**config.mk**
```make
export PLATFORM = sky130hd
export DESIGN_NAME = bfp_fault_arbiter
export DESIGN_NICKNAME = d
export VERILOG_FILES = /design/src/bfp_pkg.sv /design/src/bfp_delay_cnt.sv /design/src/bfp_fault_arbiter.sv
export SDC_FILE = /design/constraint.sdc
export NUM_CORES = 1
export LEC_CHECK = 0
export CORE_MARGIN = 8
export CORE_UTILIZATION = 65
export DETAILED_ROUTE_END_ITERATION = 16
export DONT_BUFFER_PORTS = 1
export MAX_ROUTING_LAYER = met4
export PLACE_DENSITY = 0.85
export SLEW_MARGIN = 25
export SYNTH_ARGS = -nofsm -noshare
export SYNTH_HDL_FRONTEND = slang
export SYNTH_SLANG_ARGS = --single-unit
export TNS_END_PERCENT = 5
```
**constraint.sdc**
```tcl
create_clock -name i_clk -period 6.7 [get_ports i_clk]
set_input_delay 2.01 -clock i_clk [delete_from_list [all_inputs] [get_ports i_clk]]
set_output_delay 2.01 -clock i_clk [all_outputs]
set_load 0.03 [all_outputs]
```
**src/bfp_pkg.sv**
```systemverilog
`default_nettype none
package bfp_pkg;
	localparam int CLK_MHZ         = 200;
	localparam int CNT_W           = 32;
	// Delay figures in microseconds; the counts below are cycles at CLK_MHZ.
	localparam int T_OCHG_DET_US   = 1000;
	localparam int T_OCHG_REL_US   = 1000;
	localparam int T_ODIS_DET_US   = 1000;
	localparam int T_ODIS_REL_US   = 1000;
	localparam int T_OCUR_DET_US   = 100;
	localparam int T_OCUR_REL_US   = 100;
	localparam int T_SHORT_DET_US  = 1;
	localparam int T_XCHG_DET_US   = 1000;
	localparam int T_XCHG_REL_US   = 1000;
	localparam int OCHG_DET_CYC    = T_OCHG_DET_US * CLK_MHZ;
	localparam int OCHG_REL_CYC    = T_OCHG_REL_US * CLK_MHZ;
	localparam int ODIS_DET_CYC    = T_ODIS_DET_US * CLK_MHZ;
	localparam int ODIS_REL_CYC    = T_ODIS_REL_US * CLK_MHZ;
	localparam int OCUR_DET_CYC    = T_OCUR_DET_US * CLK_MHZ;
	localparam int OCUR_REL_CYC    = T_OCUR_REL_US * CLK_MHZ;
	localparam int SHORT_DET_CYC   = T_SHORT_DET_US * CLK_MHZ;
	localparam int XCHG_DET_CYC    = T_XCHG_DET_US * CLK_MHZ;
	localparam int XCHG_REL_CYC    = T_XCHG_REL_US * CLK_MHZ;
	localparam int SHORTEN_DIV     = 64;
	localparam logic RST_GATE_ON   = 1'b1;
	localparam logic RST_FLAG      = 1'b0;
endpackage
`default_nettype wire
```
**src/bfp_delay_cnt.sv**
```systemverilog
`default_nettype none
module bfp_delay_cnt
	import bfp_pkg::*;
(
	input  wire logic             i_clk,
	input  wire logic             i_srst,
	input  wire logic             i_run,
	input  wire logic [CNT_W-1:0] i_limit,
	output logic                  o_done
);
	logic [CNT_W-1:0] cnt_reg;

	// Dropping i_run restarts the count, so a condition that clears early never accumulates.
	always_ff @(posedge i_clk) begin
		if (i_srst || !i_run || o_done) begin
			cnt_reg <= '0;
		end else begin
			cnt_reg <= cnt_reg + {{(CNT_W-1){1'b0}}, 1'b1};
		end
	end

	always_ff @(posedge i_clk) begin
		if (i_srst) begin
			o_done <= 1'b0;
		end else begin
			o_done <= i_run && !o_done && (cnt_reg + {{(CNT_W-1){1'b0}}, 1'b1} >= i_limit);
		end
	end
endmodule
`default_nettype wire

```
**src/bfp_fault_arbiter.sv**
```systemverilog
// Contract
// - An over-discharge detection that begins while over-charge is being detected is held off.
// - An over-charge condition arising during over-discharge detection interrupts that detection.
// - Once over-charge is established, a still-present over-discharge condition is detected again.
// - Over-discharge entered on top of over-charge keeps the part awake and pulls V- up through 200k.
// - With over-charge established first, the V- bias is released to neither supply.
// - Over-charge detection keeps running even when over-current was established earlier.
// - Over-current detection is aborted while over-charge is established.
// - Over-current established first pulls V- to the negative supply through 30k.
// - Over-discharge detection keeps running even when over-current was established earlier.
// - Over-current detection is aborted while over-discharge is established.
// - Over-discharge after over-current swaps V- from the 30k pull-down to the 200k pull-up and enters standby.
// - Short-circuit detection runs regardless of every other detection state.
// - Excessive-charger detection is inhibited during over-discharge, over-current and short-circuit.
// - The excessive-charger delay starts only after the discharge gate is back high.
// - After its delay over-discharge turns the discharge gate low and then enters standby.
// - The shorten input cuts every counter delay except the short-circuit delay.
`default_nettype none
module bfp_fault_arbiter
	import bfp_pkg::*;
#(
	parameter int OCHG_DET = OCHG_DET_CYC,
	parameter int OCHG_REL = OCHG_REL_CYC,
	parameter int ODIS_DET = ODIS_DET_CYC,
	parameter int ODIS_REL = ODIS_REL_CYC,
	parameter int OCUR_DET = OCUR_DET_CYC,
	parameter int OCUR_REL = OCUR_REL_CYC,
	parameter int SHORT_DET = SHORT_DET_CYC,
	parameter int XCHG_DET = XCHG_DET_CYC,
	parameter int XCHG_REL = XCHG_REL_CYC
)(
	input  wire logic i_clk,
	input  wire logic i_srst,
	input  wire logic i_ochg_cond,
	input  wire logic i_odis_cond,
	input  wire logic i_ocur_cond,
	input  wire logic i_short_cond,
	input  wire logic i_xchg_cond,
	input  wire logic i_shorten,
	output logic      o_chg_gate,
	output logic      o_dis_gate,
	output logic      o_vm_pull_up,
	output logic      o_vm_pull_down,
	output logic      o_standby
);
	logic ochg_reg;
	logic odis_reg;
	logic ocur_reg;
	logic short_reg;
	logic xchg_reg;
	logic ochg_det;
	logic odis_run;
	logic ocur_run;
	logic short_run;
	logic xchg_run;
	logic ochg_run;
	logic [CNT_W-1:0] ocur_age_reg;
	logic ochg_done;
	logic odis_done;
	logic ocur_done;
	logic short_done;
	logic xchg_done;

	function automatic logic [CNT_W-1:0] pick(input int det, input int rel, input logic releasing,
	                                          input logic cut);
		int base;
		base = releasing ? rel : det;
		if (cut) begin
			base = base / SHORTEN_DIV;
		end
		if (base < 1) begin
			base = 1;
		end
		return base[CNT_W-1:0];
	endfunction

	assign ochg_det  = i_ochg_cond && !ochg_reg;
	// Over-charge runs whatever the over-current state is.
	assign xchg_run  = (i_xchg_cond != xchg_reg) && !odis_reg && !ocur_reg && !short_reg && o_dis_gate;
	assign short_run = i_short_cond != short_reg;
	assign odis_run  = (i_odis_cond != odis_reg) && !ochg_det;
	assign ocur_run  = (i_ocur_cond != ocur_reg) && !ochg_reg && !odis_reg;
	assign ochg_run  = i_ochg_cond != ochg_reg;

	bfp_delay_cnt u_ochg (.i_clk(i_clk), .i_srst(i_srst), .i_run(ochg_run),
		.i_limit(pick(OCHG_DET, OCHG_REL, ochg_reg, i_shorten)), .o_done(ochg_done));
	bfp_delay_cnt u_odis (.i_clk(i_clk), .i_srst(i_srst), .i_run(odis_run),
		.i_limit(pick(ODIS_DET, ODIS_REL, odis_reg, i_shorten)), .o_done(odis_done));
	bfp_delay_cnt u_ocur (.i_clk(i_clk), .i_srst(i_srst), .i_run(ocur_run),
		.i_limit(pick(OCUR_DET, OCUR_REL, ocur_reg, i_shorten)), .o_done(ocur_done));
	// The short-circuit delay is fixed on purpose; the shorten pin must not touch it.
	bfp_delay_cnt u_short (.i_clk(i_clk), .i_srst(i_srst), .i_run(short_run),
		.i_limit(pick(SHORT_DET, OCUR_REL, short_reg, 1'b0)), .o_done(short_done));
	bfp_delay_cnt u_xchg (.i_clk(i_clk), .i_srst(i_srst), .i_run(xchg_run),
		.i_limit(pick(XCHG_DET, XCHG_REL, xchg_reg, i_shorten)), .o_done(xchg_done));

	// A done pulse is only honoured while its run term still holds, so an abort in the same cycle wins.
	always_ff @(posedge i_clk) begin
		if (i_srst) begin
			ochg_reg <= RST_FLAG;
		end else if (ochg_done && ochg_run) begin
			ochg_reg <= !ochg_reg;
		end
	end

	always_ff @(posedge i_clk) begin
		if (i_srst) begin
			odis_reg <= RST_FLAG;
		end else if (odis_done && odis_run) begin
			odis_reg <= !odis_reg;
		end
	end

	always_ff @(posedge i_clk) begin
		if (i_srst) begin
			ocur_reg <= RST_FLAG;
		end else if (ocur_done && ocur_run) begin
			ocur_reg <= !ocur_reg;
		end
	end

	always_ff @(posedge i_clk) begin
		if (i_srst) begin
			short_reg <= RST_FLAG;
		end else if (short_done && short_run) begin
			short_reg <= !short_reg;
		end
	end

	always_ff @(posedge i_clk) begin
		if (i_srst) begin
			xchg_reg <= RST_FLAG;
		end else if (xchg_done && xchg_run) begin
			xchg_reg <= !xchg_reg;
		end
	end

	always_ff @(posedge i_clk) begin
		if (i_srst) begin
			o_chg_gate <= RST_GATE_ON;
			o_dis_gate <= RST_GATE_ON;
		end else begin
			o_chg_gate <= !(ochg_reg || xchg_reg);
			o_dis_gate <= !(odis_reg || ocur_reg || short_reg);
		end
	end

	// Over-discharge owns V- whenever it is established, which also covers the swap away from 30k.
	always_ff @(posedge i_clk) begin
		if (i_srst) begin
			o_vm_pull_up   <= 1'b0;
			o_vm_pull_down <= 1'b0;
		end else begin
			o_vm_pull_up   <= odis_reg;
			o_vm_pull_down <= !odis_reg && (ocur_reg || short_reg);
		end
	end

	// Standby follows the gate by one cycle, so the switch is already off when the part sleeps.
	always_ff @(posedge i_clk) begin
		if (i_srst) begin
			o_standby <= 1'b0;
		end else begin
			o_standby <= odis_reg && !o_dis_gate && !ochg_reg;
		end
	end

	// Unbroken run length of the over-current count, kept apart from the shared counter.
	// Only the assertions read it, so a counter that fails to restart cannot hide behind its own state.
	always_ff @(posedge i_clk) begin
		if (i_srst) begin
			ocur_age_reg <= '0;
		end else if (ocur_run) begin
			ocur_age_reg <= ocur_age_reg + {{(CNT_W-1){1'b0}}, 1'b1};
		end else begin
			ocur_age_reg <= '0;
		end
	end
endmodule
`default_nettype wire

```
=== After elaboration in Yosys (flattened, before gate mapping) ===
Index checks and enable logic that the tools add are counted.

* Flip-flop bits (word level): 175
* Output and inout port bits: 5
* Logic and storage cells: 103

* $add $sub $neg: 5
* $lt $le $gt $ge: 8
* Equal/unequal tests: 5
* Mux-type cells: 6
* Reductions and logical operators: 59

{| class="wikitable"
|+ Operator list
! operator !! count
|-
| $add 32x1->32 const B || 5
|-
| $ge 32x18->1 || 3
|-
| $ge 32x15->1 || 2
|-
| $mux 15 || 4
|-
| $mux 18 || 2
|-
| $lt 15x1->1 const B || 2
|-
| $logic_and 1x1->1 || 26
|-
| $logic_not 1->1 || 19
|-
| $lt 18x1->1 const B || 1
|-
| $logic_or 1x1->1 || 14
|-
| $ne 1x1->1 || 5
|}

=== Depth between registers and ports, before layout ===
* Depth after elaboration: 8
* Mapped depth: 13
* Depth with buffers taken out: 13

=== Modules after synthesis ===
From an unflattened synthesis, not the netlist that was laid out.

* Cells, all modules: 1371
* Area, all modules: 11862.6 um^2

{| class="wikitable"
|+ Modules (own cells, without submodules)
! module !! times used !! cells an instance !! area an instance (um^2) !! seq. area each (um^2)
|-
| bfp_delay_cnt (u_ochg ...) || 4 || 263 || 2278.4 || 660.6
|-
| bfp_delay_cnt (u_short) || 1 || 271 || 2293.4 || 660.6
|-
| bfp_fault_arbiter || 1 || 48 || 455.4 || 200.2
|}

=== Worst setup path before layout ===
OpenSTA, ideal clock, no wires.

* Path type: in2reg
* From: in i_shorten
* To: reg u_xchg.o_done
* Arrival time: 3.716 ns
* Data required time: 6.567 ns
* Slack: 2.852 ns
* Stages on the path: 9
* Cell sequence: inv_1 ha_1 o21a_1 o211ai_1 a31oi_1 or3b_2 o2111ai_1 o2111a_1 a31oi_1

* Longest elaborated chain between the ends: 5

{| class="wikitable"
|+ Ends and longest elaborated chain
! what !! line !! RTL
|-
| start, declared || bfp_fault_arbiter.sv:39 || <nowiki>input wire logic i_shorten,</nowiki>
|-
| $mux 18 (*) || bfp_fault_arbiter.sv:68 || <nowiki>if (cut) begin</nowiki>
|-
| $lt 18x1->1 || bfp_fault_arbiter.sv:71 || <nowiki>if (base < 1) begin</nowiki>
|-
| $mux 18 (*) || bfp_fault_arbiter.sv:71 ||
|-
| $ge 32x18->1 (*) || bfp_delay_cnt.sv:26 || <nowiki>o_done <= i_run && !o_done && (cnt_reg + {{(CNT_W-1){1'b0}}, 1'b1} >= i_limit);</nowiki>
|-
| $logic_and 1x1->1 (*) || bfp_delay_cnt.sv:26 ||
|-
| end signal, assigned || bfp_delay_cnt.sv:26 ||
|-
| end, declared || bfp_delay_cnt.sv:9 || <nowiki>output logic o_done</nowiki>
|}

Every way passes the cells marked *; elsewhere a longest branch is shown, timed or not.
A chain may end at the register's enable or synchronous reset.

=== Worst setup path in the final report ===
Same ends and word-level chain as after synthesis.

==> summary.md <==
* finished, final reports clean — status
* 8.513 um^2 — synthesized area per cell
* 138.8 um — floorplan die height
* 1299 — number of placed cells counting well taps
* 175 — clock net sink count
* 0 — number of flops mapped to enable cells by yosys
* 4 — H-Tree Depth
* 499 — drt first-iter violations
* 1331 — Layout Cells excl Fill
* 13.75 mm — DP Wirelength
* 14980 um^2 — area of the core region
* 0 — number of port buffers
* 0 — remaining global-route overflow
* 0 — final number of hold-violating endpoints
* in -> reg — critical path class
* 0 ps — total negative slack
* 0.8711 — final weighted congestion of routability-driven global placement
* 0 — count of unresolved DRC violations after routing
* 46.7% — relative contribution of the clock network to total power
* 3653 ps — Min Clock Period, post-route
* flop — capturing element type of the critical path
* inv_1 > ha_1 > a211oi_1 > a31oi_1 > or3b_2 > o2111ai_1 > o2111a_1 > a31oi_1 — critical-path cell list
* 430 ps — later-pin clock latency in the skew report
* 5 — 1st-pass router iterations
* no — setup repair after global routing missed its margin
* sky130_fd_sc_hd__dfxtp_1 — most instantiated flip-flop cell in the synthesis netlist
* 1.8% — Combinational Power Share
* 35.72% — part of the Yosys area used for sequential elements
* 0 — setup repair bufs after CTS
* 0.2738 GHz — Max Clk Rate
* 70 ps — Clock Pin Slew Worst Setup and Hold Paths
* 9807 um^2 — Synth Cell Area
* 17 — CTS Buf Count
* 1 — Cells on Worst Hold Path
* sky130_fd_sc_hd__or3b_2 — slowest CP cell
* sky130_fd_sc_hd__a31oi_1 — most repeated library cell on the critical path
* 0 — synthesis warning total
* 0% — async set-or-reset flop fraction in the synthesized netlist
* 5.995 — vias per std cell
* compound AO/OA/AOI/OAI gates — gate family responsible for the most delay along the worst path
* 45 — num rows
* 22.79% — Sw Share
* 2 — number of buffers on the longest clock path
* 1137 — fill cell instance count of the final layout
* 1152 — number of instances in the synthesized netlist
* 7591 — vias in the first global route
* 7010 ps — required arrival time at the worst endpoint
* 1185 — Nets
* 1 — sum of buffers and inverters on the critical path
* 0 — number of cells upsized or downsized after cts
* 19.70 mm — WL final
* 34.20 mm — wire length of the first global-routing pass
* 7980 — vias post-DR
* 21 — Max FO, Critical Path
* 0 — antenna violations before repair
* 450 ps — stage delay of the slowest cell on the critical path
* 0 — hold-fix buffer count after cts
* 51.4% — sequential power share
* primary input — startpoint class of the critical path
* 0.1942 mV — maximum ir drop on the vdd rail
* 8 — cell count along the critical path
* 175 — number of synthesized register bits
* 12 — depth of the worst register-to-register path
* 65.48% — initial standard-cell utilization of the core
* 138.8 um — horizontal die dimension
* 0 — number of nets still failing antenna checks after routing
* 19270 um^2 — total die area
* 7.262% — ratio of cells with drive above 1 in the final layout
* 36.50% — worst slew margin relative to its limit
* 6.391 ps — clk_skew
* 3960 ps — data arrival time of the critical path
* 0 — final number of setup-violating endpoints
* 945.3 ps — measured slew at the worst slew-check pin
* 0 — diode insertion count for antenna repair
* done — CTS tree
* 0 — Pins Over Slew Limit
* 34 — largest net degree at the start of global routing
* 13 — number of primary I/O pins
* 54.52% — share of the clock period used by the worst path
* reg -> reg — Hold Path Class
* 21.26% — total global-route track usage
* 78 — distinct cell type count of the synthesized netlist
* 0.4638 mW — Net Switching
* 1207 — syn nets
* 1.571 mW — Int Pwr
* 194.8 nW/um^2 — pwr/cell area
* 0 — MaxCap Viol Count
* sky130_fd_sc_hd__clkbuf_16 — Clk Tree Root Cell
* 14.80 um — WL/cell
* 3047 ps — final worst-path setup slack
* 2613 ps — pre-CTS setup slack
* 2.035 mW — total power consumption of the routed design
* 3.809 nW — leakage power
* 6.545% — synthesis-to-layout area growth
## path summary, 6_finish.rpt
kind | from | endpoint | slack [ps]
max | i_shorten | u_xchg.o_done | 3050
min | u_short.cnt_reg[0] | u_short.cnt_reg[0] | 490
max reg2reg | u_ocur.cnt_reg[0] | u_ocur.o_done | 3370
min reg2reg | u_short.cnt_reg[0] | u_short.cnt_reg[0] | 490
## per-stage QoR
stage	util [%]	cell area, um^2	hold WS [ps]
after floorplan	-	9807	444.1
after global placement	65.92	9873	467.7
after detailed placement	65.92	9873	481.7
after CTS	69.70	10440	492.3
after global routing	69.77	10450	515.0
final	69.77	10450	490.9
## worst register-to-register path, cell delays in order (launching register included)
cell                       delay, ps
sky130_fd_sc_hd__dfxtp_1         440
sky130_fd_sc_hd__ha_1            230
sky130_fd_sc_hd__nand3_1         250
sky130_fd_sc_hd__nor2_1          450
sky130_fd_sc_hd__and3_1          230
sky130_fd_sc_hd__xor2_1          200
sky130_fd_sc_hd__ha_1            280
sky130_fd_sc_hd__a21o_1          180
sky130_fd_sc_hd__a21oi_1         180
sky130_fd_sc_hd__nand3_1         110
sky130_fd_sc_hd__o31ai_1         350
sky130_fd_sc_hd__o2111a_1        240
sky130_fd_sc_hd__a21oi_1          60
## power by group through the flow
stage / Combinational, mW / Clock, mW / Sequential [mW]
5_1_grt: 0.0429 / 1.01 / 1.05
3_3_place_gp: 0.0354 / 0 / 1.07
6_report: 0.0373 / 0.951 / 1.05
4_1_cts: 0.0376 / 0.965 / 1.05
2_1_floorplan: 0.0297 / 0 / 1.07
3_5_place_dp: 0.0373 / 0 / 1.07
## cell usage in the layout, fill, tap and decap left out, drive strengths merged, types with 16 or more instances in the layout
master,count
a21oi,21
and2,17
and3,30
and4,16
clkbuf,18
dfxtp,175
ha,47
inv,23
nand2,74
nand3,85
nand4,45
nor2,175
nor2b,33
nor3,38
nor4,22
xnor2,79
xor2,84
## logic make-up (layout without fill, tap and decap cells)
family | Yosys count | count (layout) | synth area share [%]
and+or+nand+nor | 580 | 580 | 31.56
DFF | 175 | 175 | 35.72
xor gates and xnor gates | 163 | 163 | 14.56
AOI/OAI and AO/OA | 107 | 107 | 7.706
buffers and inverters | 63 | 54 | 2.641
adders and majority gates | 47 | 47 | 5.996
muxes | 17 | 17 | 1.812
## cell type report
type	instances	area [um^2]	area share (%)
Clock inverter	14	136.4	1.305
Multi-Input combinational cell	914	6055	57.95
Sequential cell	175	3503	33.53
Inverter	20	75.07	0.7185
Timing Repair Buffer	2	15.01	0.1437
Clock buffer	18	429.2	4.107
Tap cell	188	235.2	2.251
## cell usage after synthesis, types with 4 or more instances
master / number / area share (%)
sky130_fd_sc_hd__a211oi_1: 4 / 0.31
sky130_fd_sc_hd__xor2_1: 84 / 7.5
sky130_fd_sc_hd__mux2_2: 6 / 0.69
sky130_fd_sc_hd__nor2b_1: 33 / 2.1
sky130_fd_sc_hd__and3_1: 28 / 1.8
sky130_fd_sc_hd__nand4_1: 43 / 2.7
sky130_fd_sc_hd__nor2_1: 175 / 6.7
sky130_fd_sc_hd__ha_1: 47 / 6.0
sky130_fd_sc_hd__or3_1: 10 / 0.64
sky130_fd_sc_hd__and2_1: 16 / 1.0
sky130_fd_sc_hd__nor3_1: 35 / 1.8
sky130_fd_sc_hd__a31oi_1: 10 / 0.64
sky130_fd_sc_hd__nor4_1: 14 / 0.89
sky130_fd_sc_hd__and4_1: 14 / 1.3
sky130_fd_sc_hd__dfxtp_1: 175 / 36
sky130_fd_sc_hd__buf_2: 6 / 0.31
sky130_fd_sc_hd__a21o_1: 6 / 0.46
sky130_fd_sc_hd__xnor2_1: 79 / 7.1
sky130_fd_sc_hd__inv_1: 20 / 0.77
sky130_fd_sc_hd__nand2_1: 74 / 2.8
sky130_fd_sc_hd__mux2i_1: 11 / 1.1
sky130_fd_sc_hd__nand3_1: 82 / 4.2
sky130_fd_sc_hd__nor4_2: 5 / 0.64
sky130_fd_sc_hd__o21ai_0: 15 / 0.77
sky130_fd_sc_hd__clkbuf_1: 35 / 1.3
sky130_fd_sc_hd__o211ai_1: 4 / 0.31
sky130_fd_sc_hd__o31ai_1: 4 / 0.31
sky130_fd_sc_hd__or2_2: 12 / 0.77
sky130_fd_sc_hd__a21oi_1: 21 / 1.1
## metal layers
layer	vias up	global-route usage (%)	part of all wire (%)
met2	149	35.55	49
met1	3779	24.69	45
li1	4020	-	-
met4	0	6.932	1.6
met5	-	-	0
met3	32	5.129	4.6
No activity file was read; power rests on OpenSTA's default activity.
